<file path="src/include/av_panel_pkg.sv">
// Package with constants and types shared by the front-panel control logic.
package av_panel_pkg;

  // System clock rate and time constants in their own units.
  localparam int unsigned CLK_HZ      = 50_000_000;
  localparam int unsigned DEBOUNCE_MS = 10;
  localparam int unsigned HOLD_MS     = 500;
  localparam int unsigned REPEAT_MS   = 100;
  localparam int unsigned BLINK_MS    = 250;
  localparam int unsigned BURST_MS    = 1000;
  localparam int unsigned FLASH_MS    = 500;
  localparam int unsigned SEC_MS      = 1000;

  // Cycle counts derived from the times; every one exceeds 4096 and is a top parameter default.
  localparam int unsigned DEBOUNCE_CYC = (CLK_HZ / 1000) * DEBOUNCE_MS;
  localparam int unsigned HOLD_CYC     = (CLK_HZ / 1000) * HOLD_MS;
  localparam int unsigned REPEAT_CYC   = (CLK_HZ / 1000) * REPEAT_MS;
  localparam int unsigned BLINK_CYC    = (CLK_HZ / 1000) * BLINK_MS;
  localparam int unsigned BURST_CYC    = (CLK_HZ / 1000) * BURST_MS;
  localparam int unsigned FLASH_CYC    = (CLK_HZ / 1000) * FLASH_MS;
  localparam int unsigned SEC_CYC      = (CLK_HZ / 1000) * SEC_MS;

  // Button indices within the button pin vector.
  localparam int unsigned NUM_IN    = 4;
  localparam int unsigned BTN_BLANK = 4;
  localparam int unsigned BTN_PROJ  = 5;
  localparam int unsigned BTN_VUP   = 6;
  localparam int unsigned BTN_VDN   = 7;
  localparam int unsigned BTN_MUTE  = 8;
  localparam int unsigned BTN_EQSEL = 9;
  localparam int unsigned BTN_EQP   = 10;
  localparam int unsigned BTN_EQM   = 11;
  localparam int unsigned NUM_BTN   = 12;

  // Level widths, limits and reset values.
  localparam int unsigned VOL_W     = 7;
  localparam int unsigned LEVEL_W   = 5;
  localparam int unsigned EQ_W      = 4;
  localparam logic [7:0]  VOL_MAX   = 8'h40;
  localparam logic [7:0]  LEVEL_MAX = 8'h1F;
  localparam logic [7:0]  EQ_MAX    = 8'h0F;
  localparam logic [VOL_W-1:0]   VOL_RST   = 7'h20;
  localparam logic [LEVEL_W-1:0] LEVEL_RST = 5'h10;
  localparam logic [EQ_W-1:0]    EQ_RST    = 4'h8;

  // Serial string identifiers sent toward the receiver.
  localparam logic [2:0] STR_PROJ_ON  = 3'h4;
  localparam logic [2:0] STR_PROJ_OFF = 3'h5;

  // Debounced button events.
  typedef struct packed {
    logic press;
    logic release_ev;
    logic held;
    logic rpt;
  } btn_event_t;

  // Settings kept in non-volatile storage.
  typedef struct packed {
    logic [1:0]                      sel;
    logic [NUM_IN-1:0][LEVEL_W-1:0]  level;
    logic [VOL_W-1:0]                volume;
    logic                            blank;
    logic                            mute;
  } nv_settings_t;

  // Front-panel indicators of transmitter and receiver.
  typedef struct packed {
    logic [NUM_IN-1:0] in_sel;
    logic              blank;
    logic              mute;
    logic              proj_green;
    logic              tx_power;
    logic              rx_power;
    logic              eq_hf;
    logic              eq_lf;
  } led_t;

  // One serial string request toward the receiver.
  typedef struct packed {
    logic       valid;
    logic [2:0] id;
  } serial_req_t;

  localparam led_t LED_ALL_ON  = 11'h7FF;
  localparam led_t LED_ALL_OFF = 11'h000;

endpackage : av_panel_pkg

</file>
<file path="src/logic/av_panel_control.sv">
// Front-panel control of the twisted-pair switcher: selection, mutes, projector power, volume and equalization.
// Function
// - Each input button selects that input for forwarded video and local audio.
// - Pressing an input with a programmed string sends that string to the receiver.
// - Blank button toggles video mute; blank indicator lit while muted, sync kept.
// - Projector indicator green after power-on command, dark after power-off command.
// - During warm-up or cool-down delay the indicator blinks and buttons are ignored.
// - With identical on and off strings the indicator blinks on every press.
// - Mute button toggles audio mute; output silent and mute indicator lit.
// - Power-up flashes all LEDs once, then shows selection, power and HF indicators.
// - Selection, levels, volume, blank and mute are saved and restored at power-up.
// - First projector command is power-on; later presses alternate off and on.
// - From off or nothing sent, press sends on, lights indicator, starts auto-off.
// - From on, press sends power-off string and extinguishes the indicator.
// - Auto-off expiry acts exactly like a press while power-on was last.
// - Volume press steps output volume once; holding ramps it continuously.
// - While an input button is held, volume buttons change that input's level.
// - Equalization select toggles band between high and low; indicator follows.
// - Equalization adjust raises selected band on plus, lowers on minus.
`timescale 1ns/1ps
module av_panel_control #(
  parameter int unsigned DEBOUNCE_CYC = av_panel_pkg::DEBOUNCE_CYC,
  parameter int unsigned HOLD_CYC     = av_panel_pkg::HOLD_CYC,
  parameter int unsigned REPEAT_CYC   = av_panel_pkg::REPEAT_CYC,
  parameter int unsigned BLINK_CYC    = av_panel_pkg::BLINK_CYC,
  parameter int unsigned BURST_CYC    = av_panel_pkg::BURST_CYC,
  parameter int unsigned FLASH_CYC    = av_panel_pkg::FLASH_CYC,
  parameter int unsigned SEC_CYC      = av_panel_pkg::SEC_CYC
) (
  input  wire logic                              sys_clk,
  input  wire logic                              reset_n,
  input  wire logic [av_panel_pkg::NUM_BTN-1:0]  buttons_n,
  input  wire logic [av_panel_pkg::NUM_IN-1:0]   str_present,
  input  wire logic                              same_code,
  input  wire logic [7:0]                        warm_secs,
  input  wire logic [7:0]                        cool_secs,
  input  wire logic                              autooff_en,
  input  wire logic [15:0]                       autooff_secs,
  input  av_panel_pkg::nv_settings_t             nv_data,
  input  wire logic                              nv_valid,
  output av_panel_pkg::nv_settings_t             settings,
  output logic                                   nv_write,
  output av_panel_pkg::led_t                     leds,
  output av_panel_pkg::serial_req_t              serial_req,
  output logic [av_panel_pkg::EQ_W-1:0]          eq_hf_level,
  output logic [av_panel_pkg::EQ_W-1:0]          eq_lf_level
);
  import av_panel_pkg::*;

  typedef enum logic [3:0] {
    ST_TEST_ON  = 4'b0001,
    ST_TEST_OFF = 4'b0010,
    ST_RUN      = 4'b0100,
    ST_DELAY    = 4'b1000
  } panel_state_t;

  btn_event_t   ev [NUM_BTN];
  panel_state_t state;
  nv_settings_t next_settings;
  logic         load_done;
  logic         run;
  logic         proj_on;
  logic         send_on;
  logic         send_off;
  logic         expire;
  logic [7:0]   delay_pick;
  logic [7:0]   delay_left;
  logic [15:0]  autooff_left;
  logic [31:0]  flash_cnt;
  logic [31:0]  sec_cnt;
  logic         sec_tick;
  logic [31:0]  blink_cnt;
  logic         blink_phase;
  logic [31:0]  burst_left;
  logic         eq_hf;
  logic         up_step;
  logic         dn_step;

  // Saturating one-step change used for volume, input levels and equalization.
  function automatic logic [7:0] step_level(input logic [7:0] v, input logic up, input logic dn,
                                            input logic [7:0] maxv);
    logic [7:0] r;
    r = v;
    if (up && !dn && v < maxv)
      r = v + 8'h01;
    else if (dn && !up && v != 8'h00)
      r = v - 8'h01;
    return r;
  endfunction : step_level

  // One debouncer per front-panel button.
  genvar gi;
  generate
    for (gi = 0; gi < NUM_BTN; gi++)
    begin : g_btn
      button_debounce #(
        .DEBOUNCE_CYC (DEBOUNCE_CYC),
        .HOLD_CYC     (HOLD_CYC),
        .REPEAT_CYC   (REPEAT_CYC)
      ) u_db (
        .sys_clk  (sys_clk),
        .reset_n  (reset_n),
        .button_n (buttons_n[gi]),
        .ev       (ev[gi])
      );
    end
  endgenerate

  // Buttons act only in normal operation, never during self-test or a projector delay.
  assign run     = (state == ST_RUN);
  assign up_step = ev[BTN_VUP].press | ev[BTN_VUP].rpt;
  assign dn_step = ev[BTN_VDN].press | ev[BTN_VDN].rpt;

  // Projector command decision: press or auto-off expiry, alternating on and off.
  always_comb
  begin
    expire     = run && proj_on && autooff_left == 16'h0001 && sec_tick;
    send_on    = run && ev[BTN_PROJ].press && !proj_on;
    send_off   = run && proj_on && (ev[BTN_PROJ].press || expire);
    delay_pick = send_on ? warm_secs : cool_secs;
  end

  // Power-up self-test flash and projector delay sequencing.
  always_ff @(posedge sys_clk or negedge reset_n)
  begin
    if (!reset_n)
    begin
      state      <= ST_TEST_ON;
      flash_cnt  <= 32'h0;
      delay_left <= 8'h00;
    end
    else
    begin
      case (state)
        ST_TEST_ON:
        begin
          if (flash_cnt >= FLASH_CYC - 1)
          begin
            flash_cnt <= 32'h0;
            state     <= ST_TEST_OFF;
          end
          else
            flash_cnt <= flash_cnt + 32'h1;
        end
        ST_TEST_OFF:
        begin
          if (flash_cnt >= FLASH_CYC - 1)
          begin
            flash_cnt <= 32'h0;
            state     <= ST_RUN;
          end
          else
            flash_cnt <= flash_cnt + 32'h1;
        end
        ST_RUN:
        begin
          if ((send_on || send_off) && delay_pick != 8'h00)
          begin
            delay_left <= delay_pick;
            state      <= ST_DELAY;
          end
        end
        ST_DELAY:
        begin
          if (sec_tick)
          begin
            delay_left <= delay_left - 8'h01;
            if (delay_left == 8'h01)
              state <= ST_RUN;
          end
        end
        default:
          state <= ST_TEST_ON;
      endcase
    end
  end

  // Next stored settings: restore once after reset, then follow the buttons.
  always_comb
  begin
    next_settings = settings;
    if (!load_done)
    begin
      if (nv_valid)
        next_settings = nv_data;
    end
    else if (run)
    begin
      for (int i = 0; i < NUM_IN; i++)
      begin
        if (ev[i].press)
          next_settings.sel = 2'(i);
      end
      if (ev[BTN_BLANK].press)
        next_settings.blank = ~settings.blank;
      if (ev[BTN_MUTE].press)
        next_settings.mute = ~settings.mute;
      if (ev[0].held || ev[1].held || ev[2].held || ev[3].held)
      begin
        for (int i = NUM_IN - 1; i >= 0; i--)
        begin
          if (ev[i].held)
            next_settings.level[i] = LEVEL_W'(step_level(8'(settings.level[i]), up_step, dn_step,
                                                         LEVEL_MAX));
        end
      end
      else
        next_settings.volume = VOL_W'(step_level(8'(settings.volume), up_step, dn_step, VOL_MAX));
    end
  end

  // Stored settings and the save strobe on every change after the restore.
  always_ff @(posedge sys_clk or negedge reset_n)
  begin
    if (!reset_n)
    begin
      settings  <= '{sel: 2'h0, level: {NUM_IN{LEVEL_RST}}, volume: VOL_RST, blank: 1'b0, mute: 1'b0};
      load_done <= 1'b0;
      nv_write  <= 1'b0;
    end
    else
    begin
      settings  <= next_settings;
      load_done <= 1'b1;
      nv_write  <= load_done && (next_settings != settings);
    end
  end

  // Projector power state and auto-off countdown in whole seconds.
  always_ff @(posedge sys_clk or negedge reset_n)
  begin
    if (!reset_n)
    begin
      proj_on      <= 1'b0;
      autooff_left <= 16'h0000;
    end
    else if (send_on)
    begin
      proj_on      <= 1'b1;
      autooff_left <= autooff_en ? autooff_secs : 16'h0000;
    end
    else if (send_off)
    begin
      proj_on      <= 1'b0;
      autooff_left <= 16'h0000;
    end
    else if (run && sec_tick && autooff_left != 16'h0000)
      autooff_left <= autooff_left - 16'h0001;
  end

  // Serial string requests toward the receiver; projector strings take priority.
  always_ff @(posedge sys_clk or negedge reset_n)
  begin
    if (!reset_n)
      serial_req <= '0;
    else
    begin
      serial_req.valid <= 1'b0;
      if (send_on)
        serial_req <= '{valid: 1'b1, id: STR_PROJ_ON};
      else if (send_off)
        serial_req <= '{valid: 1'b1, id: STR_PROJ_OFF};
      else if (run)
      begin
        for (int i = 0; i < NUM_IN; i++)
        begin
          if (ev[i].press && str_present[i])
            serial_req <= '{valid: 1'b1, id: 3'(i)};
        end
      end
    end
  end

  // Second tick, restarted on each projector command so delays run full seconds.
  always_ff @(posedge sys_clk or negedge reset_n)
  begin
    if (!reset_n)
    begin
      sec_cnt  <= 32'h0;
      sec_tick <= 1'b0;
    end
    else if (send_on || send_off)
    begin
      sec_cnt  <= 32'h0;
      sec_tick <= 1'b0;
    end
    else
    begin
      sec_tick <= (sec_cnt >= SEC_CYC - 1);
      sec_cnt  <= (sec_cnt >= SEC_CYC - 1) ? 32'h0 : sec_cnt + 32'h1;
    end
  end

  // Blink rate divider and the blink burst shown when on and off strings are identical.
  always_ff @(posedge sys_clk or negedge reset_n)
  begin
    if (!reset_n)
    begin
      blink_cnt   <= 32'h0;
      blink_phase <= 1'b0;
      burst_left  <= 32'h0;
    end
    else
    begin
      if (blink_cnt >= BLINK_CYC - 1)
      begin
        blink_cnt   <= 32'h0;
        blink_phase <= ~blink_phase;
      end
      else
        blink_cnt <= blink_cnt + 32'h1;
      if ((send_on || send_off) && same_code)
        burst_left <= BURST_CYC;
      else if (burst_left != 32'h0)
        burst_left <= burst_left - 32'h1;
    end
  end

  // Receiver equalization band select and per-band adjust.
  always_ff @(posedge sys_clk or negedge reset_n)
  begin
    if (!reset_n)
    begin
      eq_hf       <= 1'b1;
      eq_hf_level <= EQ_RST;
      eq_lf_level <= EQ_RST;
    end
    else if (run)
    begin
      if (ev[BTN_EQSEL].press)
        eq_hf <= ~eq_hf;
      if (eq_hf)
        eq_hf_level <= EQ_W'(step_level(8'(eq_hf_level), ev[BTN_EQP].press | ev[BTN_EQP].rpt,
                                        ev[BTN_EQM].press | ev[BTN_EQM].rpt, EQ_MAX));
      else
        eq_lf_level <= EQ_W'(step_level(8'(eq_lf_level), ev[BTN_EQP].press | ev[BTN_EQP].rpt,
                                        ev[BTN_EQM].press | ev[BTN_EQM].rpt, EQ_MAX));
    end
  end

  // Indicator drive: self-test pattern first, then live state.
  always_ff @(posedge sys_clk or negedge reset_n)
  begin
    if (!reset_n)
      leds <= LED_ALL_OFF;
    else if (state == ST_TEST_ON)
      leds <= LED_ALL_ON;
    else if (state == ST_TEST_OFF)
      leds <= LED_ALL_OFF;
    else
    begin
      leds.in_sel     <= NUM_IN'(4'h1 << settings.sel);
      leds.blank      <= settings.blank;
      leds.mute       <= settings.mute;
      leds.tx_power   <= 1'b1;
      leds.rx_power   <= 1'b1;
      leds.eq_hf      <= eq_hf;
      leds.eq_lf      <= ~eq_hf;
      if (state == ST_DELAY || burst_left != 32'h0)
        leds.proj_green <= blink_phase;
      else
        leds.proj_green <= proj_on;
    end
  end

endmodule : av_panel_control

</file>
<file path="src/logic/button_debounce.sv">
// Button synchroniser, debouncer and press, release and hold detector.
`timescale 1ns/1ps
module button_debounce #(
  parameter int unsigned DEBOUNCE_CYC = av_panel_pkg::DEBOUNCE_CYC,
  parameter int unsigned HOLD_CYC     = av_panel_pkg::HOLD_CYC,
  parameter int unsigned REPEAT_CYC   = av_panel_pkg::REPEAT_CYC
) (
  input  wire logic                     sys_clk,
  input  wire logic                     reset_n,
  input  wire logic                     button_n,
  output av_panel_pkg::btn_event_t      ev
);
  import av_panel_pkg::*;

  logic [2:0]  sync;
  logic        level;
  logic [31:0] cnt;
  logic [31:0] hcnt;

  // Three-stage synchroniser; only the agreeing second and third stages are used.
  always_ff @(posedge sys_clk or negedge reset_n)
  begin
    if (!reset_n)
      sync <= 3'h0;
    else
      sync <= {sync[1:0], ~button_n};
  end

  // Stable level is taken only after the input agrees for the full debounce time.
  always_ff @(posedge sys_clk or negedge reset_n)
  begin
    if (!reset_n)
    begin
      level <= 1'b0;
      cnt   <= 32'h0;
    end
    else if (sync[1] == sync[2] && sync[2] != level)
    begin
      if (cnt >= DEBOUNCE_CYC - 1)
      begin
        level <= sync[2];
        cnt   <= 32'h0;
      end
      else
        cnt <= cnt + 32'h1;
    end
    else
      cnt <= 32'h0;
  end

  // Edge pulses, held level and auto-repeat pulses while held.
  always_ff @(posedge sys_clk or negedge reset_n)
  begin
    if (!reset_n)
    begin
      ev   <= '0;
      hcnt <= 32'h0;
    end
    else
    begin
      ev.press      <= level & ~ev.held;
      ev.release_ev <= ~level & ev.held;
      ev.held       <= level;
      ev.rpt        <= 1'b0;
      if (!level)
        hcnt <= 32'h0;
      else if (hcnt >= HOLD_CYC - 1)
      begin
        ev.rpt <= 1'b1;
        hcnt   <= HOLD_CYC - REPEAT_CYC;
      end
      else
        hcnt <= hcnt + 32'h1;
    end
  end

endmodule : button_debounce
</file>
<file path="config.mk">
export PLATFORM = sky130hd
export DESIGN_NAME = av_panel_control
export DESIGN_NICKNAME = d
export VERILOG_FILES = /design/src/include/av_panel_pkg.sv /design/src/logic/av_panel_control.sv /design/src/logic/button_debounce.sv
export SDC_FILE = /design/constraint.sdc
export NUM_CORES = 1
export LEC_CHECK = 0
export ABC_AREA = 1
export BUFFER_PORTS_ARGS = -buffer_cell sky130_fd_sc_hd__buf_2
export CAP_MARGIN = 20
export CORE_ASPECT_RATIO = 1.4
export CORE_MARGIN = 4
export CORE_UTILIZATION = 52
export CTS_CLUSTER_DIAMETER = 150
export DETAILED_ROUTE_END_ITERATION = 8
export PLACE_DENSITY = 0.74
export SYNTH_ARGS = -nofsm -noshare
export SYNTH_HDL_FRONTEND = slang
export SYNTH_SLANG_ARGS = --single-unit
export TNS_END_PERCENT = 1
</file>
<file path="constraint.sdc">
create_clock -name sys_clk -period 2.03 [get_ports sys_clk]
set_clock_uncertainty 0.05 [all_clocks]
set_input_delay 0.203 -clock sys_clk [delete_from_list [all_inputs] [get_ports sys_clk]]
set_output_delay 0.203 -clock sys_clk [all_outputs]
set_load 0.03 [all_outputs]
</file>
* Yosys cells after proc, flatten, opt, wreduce, memory -nomap -nowiden *
Cells that the tools add are included.

storage, ports and cells
  register bits after elaboration = 804
  input port bits = 84
  logic and storage cells = 439

cells by class
  add/sub/neg operators = 36
  order comparisons = 26
  equality and inequality tests = 36
  shift operators = 1
  muxes and demuxes = 102
  bitwise gates (word level) = 44
  reductions and logical operators = 93

operators by type and width
  operator                                                                                number
  32-bit 2-to-1 mux                                                                       38
  32-bit by 1-bit adder with 32-bit output (second input constant)                        19
  32-bit by 19-bit greater-or-equal comparator with 1-bit output (second input constant)  12
  32-bit by 25-bit greater-or-equal comparator with 1-bit output (second input constant)  5
  31-bit 2-to-1 mux                                                                       3
  16-bit 2-to-1 mux                                                                       4
  4-bit 2-to-1 mux                                                                        16
  5-bit 2-to-1 mux                                                                        12
  1-bit logical AND                                                                       45
  32-bit by 24-bit greater-or-equal comparator with 1-bit output (second input constant)  1
  32-bit by 26-bit greater-or-equal comparator with 1-bit output (second input constant)  1
  32-bit nonzero test                                                                     1
  32-bit by 1-bit subtractor with 32-bit output (second input constant)                   1
  31-bit != test                                                                          1
  1-bit NOT                                                                               28
  2-bit AND reduction                                                                     14
  8-bit 2-to-1 mux                                                                        3
  11-bit 2-to-1 mux                                                                       2
  7-bit 2-to-1 mux                                                                        3
  5-bit by 1-bit adder with 5-bit output (second input constant)                          4
  5-bit less-than comparator (second input constant)                                      4
  20-bit 2-to-1 mux                                                                       1
  5-bit nonzero test                                                                      4
  5-bit by 1-bit subtractor with 5-bit output (second input constant)                     4
  37 further kinds                                                                        112

* Longest topological paths before layout *
  word-level depth = 12
  depth in mapped cells = 20
  mapped depth without buffers = 20

* Modules after synthesis *
Synthesis repeated with hierarchy kept, for this count alone.

unflattened totals
  cell total of the unflattened synthesis = 6485
  area, all modules = 52870.7 um^2

by module, submodules not included
  module                                times used  cells an instance  area an instance (um^2)
  button_debounce at g_btn[0].u_db ...  11          391                3306.9
  av_panel_control                      1           1788               13056.3
  button_debounce at g_btn[9].u_db      1           396                3438.3

* Worst setup path before layout *
No wires, ideal clock.

  path type = reg2reg
  start = register settings[2] in the netlist's numbering
  end = register nv_write
  arrival = 2105 ps
  data required time = 1866 ps
  setup slack = -238 ps
  stages on the path, launching flop included = 19
  buffers on the path = 0
  cells stage by stage = dfrtp_1 > inv_1 > ha_1 > inv_1 > nor2_1 > nand3_1 > nand2_1 > a21oi_4 > nand3_1 > nand3_1 > nand2_1 > nand2_1 > nand2_1 > nor2_1 > nand2_1 > nor2_1 > nand3_1 > nand2_1 > inv_1

between the ends
  cells in the longest elaborated chain, start to end = 9
  elaborated cells between the ends (all ways) = 14

ends and longest elaborated chain
  item                                                                                                 RTL line                 text
  start, declared                                                                                      av_panel_control.sv:41   output av_panel_pkg::nv_settings_t settings,
  start signal, assigned                                                                               av_panel_control.sv:217  settings <= '{sel: 2'h0, level: {NUM_IN{LEVEL_RST}}, volume: VOL_RST, blank: 1'b0, mute: 1'b0};
  start signal, assigned                                                                               av_panel_control.sv:223  settings <= next_settings;
  parallel branches: the longest is 7 deep, another holds 7-bit by 1-bit subtractor with 7-bit output  --
  31-bit != test (*)                                                                                   av_panel_control.sv:225  nv_write <= load_done && (next_settings != settings);
  1-bit logical AND (*)                                                                                av_panel_control.sv:225
  end signal, assigned                                                                                 av_panel_control.sv:225
  end, declared                                                                                        av_panel_control.sv:42   output logic nv_write,

Mark *: on every way between the ends.
A chain may end at the register's enable or synchronous reset.

* Worst setup path in the final report *
  start = register settings[28] in the netlist's numbering
  end = register nv_write

between the ends
  cells in the longest elaborated chain, start to end = 10
  elaborated cells between the ends (all ways) = 15

ends and longest elaborated chain
  item                                                                                                 RTL line
  parallel branches: the longest is 8 deep, another holds 5-bit by 1-bit subtractor with 5-bit output  --
  31-bit != test (*)                                                                                   av_panel_control.sv:225
  1-bit logical AND (*)                                                                                av_panel_control.sv:225

Marks and branches as above.

==> summary.txt <==
status: complete, but fails checks
failing checks: setup timing
count of flip-flops with a built-in enable after synthesis: 0
Max Fclk: 435 MHz
Die Y: 322 microns
maxcap violations: 0
largest net degree at the start of global routing: 74
Initial Utilization: 52.7%
Area growth, synth to finish: 30.9%
Worst R2R Setup Slack: -0.27 ns
core area: 69500 sq um
vias per inst: 5.11
initial antenna violation count: 2
area occupied by multi-input gates: 16500 sq um
root buffer cell: clkbuf_16
Iter 0 DRT Violations: 1783
register area: 20100 sq um
Synth Warn #: 0
CP required: 2.50 ns
H-tree Lvls: 3
arrival time at the worst endpoint: 2.77 ns
Die X: 232 microns
drt first pass iters: 8
Worst path slowest cell: dfstp_2
Post-synth top flop: dfrtp_1
Synth top area share: 54.3%
# clock sinks: 803
Post-Syn Instances: 4186
clock share of power: 41.6%
Reg2Reg Depth: 17
sequential area share after synthesis: 54.9%
final hold violation count: 0
sequential share of power: 48.1%
GRT Resource Usage Total: 23.0%
CP Capture Type: flop
Clock Latency Late Sink: 0.61 ns
drt wl/cell: 14.3 microns
die area: 74800 sq um
Tmin final: 2.30 ns
Core Util, Final: 69.0%
Layout fillers: 5228
# DRC: 0
Final nets: 5253
crit share post-route: 113%
hpwl dp: 61200 microns
synthesized flop and latch total: 803
sw power: 8.82 mW
PD cells: 741 nW/um^2
post-synthesis area per instance: 8.74 sq um
Setup CP Type: reg -> reg
Clock Tree Buf Depth: 3
input/output buffers: 138
CP most frequent cell: nand2_1
worst-path maximum fanout: 5
Final Setup Violations: 35
Tightest Pin Transition: 0.708 ns
clock slew at reported path FFs: 0.08 ns
pins over their slew limit: 0
Leak Pwr: 21.9 nW
Max IR drop VDD: 0.542 mV
row count: 114
final worst slack: -0.271 ns
Net Sw Frac: 24.9%
final wirelength: 87400 microns
CP max stage delay: 0.56 ns
vias in the first global route: 31500
share of cells above drive strength 1: 24.5%
first-pass GRT wire length: 144000 microns
Syn Std Cell Area: 36600 sq um
combinational share of power: 10.4%
GRT overflow: 0
worst reg2reg endpoint: nv_write
critical path cell sequence: nand2_1 > inv_1 > nand2_2 > nand2_4 > nand2_1 > nand2_2 > inv_1 > o211ai_1 > nand2_1 > inv_1 > nand2_1 > nor2_1 > nand2_1 > nor2_2 > nand3_1 > nand2_1 > inv_1
RSZ-0062 raised after global routing: yes
worst hold path class: in -> async
Yosys cell types: 73
area leader, netlist: dfrtp_1
Worst setup SP type: flop
Area contributors post-synth: dfrtp_1, nand2_1, nor2_1, inv_1, nand3_1
io pins: 139
Final ANT Viol Nets: 0
Worst slew margin: 52.3%
worst r2r src: settings[28]
GPL Wtd Cong: 1.06
via count: 31200
internal power: 26.7 mW
CTS tree: done
async set or reset register ratio after synthesis: 100%
Ant. Diodes: 0
Num CTS Buffers: 79
dpl ws: -0.316 ns
==> critical path, delay by kind of cell, from the launching register on <==
family,cells,cell delay [ns]
buf+inv,4,0.27
compound gates,1,0.36
simple gates,12,0.98
flops,1,0.56
==> cells in the mapped netlist, drive strengths merged, types with 25 or more instances <==
| library cell | n |
|---|---|
| xnor2 | 64 |
| o21ai | 168 |
| nor3b | 48 |
| clkbuf | 32 |
| buf | 28 |
| a21oi | 186 |
| nor4 | 75 |
| nor2 | 674 |
| dfrtp | 794 |
| nand3 | 259 |
| ha | 39 |
| nand4 | 53 |
| xor2 | 103 |
| nor3 | 190 |
| nand2 | 775 |
| a211oi | 25 |
| inv | 497 |
==> through the flow <==
step	setup TNS, ns	hold slack (ns)	instances	cell area [sq um]	total power [mW]
after global placement	-7.28	0.0666	5896	43000	20.6
after CTS	-6.52	0.00360	6089	46600	35.7
after detailed placement	-16.38	0.0714	5896	43000	20.7
after global routing	-25.27	0.0511	6112	47900	37.0
final	-2.94	0.0363	6112	47900	35.5
after floorplan	-0.0443	-0.143	4383	37400	18.9
==> how the worst max path moves through the flow <==
stage,cells past startpoint,endpoint,slack (ns),start
4_1_cts,21,nv_write,-0.19,state[0]
2_1_floorplan,19,nv_write,-0.02,settings[2]
3_5_place_dp,12,delay_left[1],-0.32,state[3]
6_report,17,nv_write,-0.27,settings[28]
5_1_grt,21,nv_write,-0.42,state[0]
3_3_place_gp,17,nv_write,-0.31,g_btn[6].u_db.ev[0]
==> power groups by stage <==
stage	clock (mW)	combinational (mW)	sequential, mW
floorplan	0	1.48	17.4
global placement	0	3.32	17.3
detailed placement	0	3.37	17.3
CTS	15.1	3.52	17.0
global route	15.8	4.08	17.1
finish	14.8	3.68	17.1
==> cell usage in the layout, fill, tap and decap left out, drive strengths merged, types with 7 or more instances in the layout <==
cell         synthesis  layout
dfrtp              794     794
nand2              775     775
buf                 28     676
nor2               674     674
inv                497     504
nand3              259     259
conb                 2     199
nor3               190     190
a21oi              186     186
o21ai              168     168
clkbuf              32     106
xor2               103     103
nor4                75      75
xnor2               64      64
nand4               53      53
dlygate4sd3          0      48
nor3b               48      48
ha                  39      39
a211oi              25      25
a31oi               24      24
clkinv               6      18
o211ai              17      17
or2                 13      13
or4                 11      11
o31ai               10      10
and3                10      10
o21bai               9       9
dfstp                9       9
o21a                 7       7
bufinv               0       7
mux2i                7       7
==> cell type report <==
type	instances	area share, %
Sequential cell	803	42.0
Multi-Input combinational cell	3017	34.5
Timing Repair Buffer	724	11.6
Clock buffer	106	4.67
Inverter	503	3.98
Tap cell	928	2.42
Clock inverter	31	0.776
==> repair_timing <==
action                                 4_1_cts  5_1_grt
hold buffers                                48        0
gates resized for setup                    116      313
setup endpoints to repair                  271      447
setup buffers                                8       22
cloned                                       0        1
endpoints found under the hold margin      523        0
pin swaps                                    5       55
==> kinds of logic after synthesis <==
group                      synth area share [%]
and+or+nand+nor                            25.8
DFF                                        54.9
buffers and inverters                      5.92
AOI/OAI and AO/OA                          7.63
xor gates and xnor gates                   4.00
adders and majority gates                  1.44
muxes                                     0.253
other                                    0.0205
==> registers in the layout, indices dropped and copies added (netlist names), 8 cells and up <==
register and flops:
g_btn.u_db.level 12, delay_left 8, leds 10, flash_cnt 32, sec_cnt 32, settings 31
blink_cnt 32, g_btn.u_db.sync 36, g_btn.u_db.hcnt 128, g_btn.u_db.ev 28, autooff_left 16, g_btn.u_db.cnt 384
burst_left 32
==> per-layer routing <==
layer | part of all wire, % | global-route usage, %
met5 | 0 | 0
met4 | 4.0 | 9.02
met3 | 4.5 | 3.44
met2 | 52 | 42.4
met1 | 39 | 26.9
No activity file was read; power rests on OpenSTA's default activity.
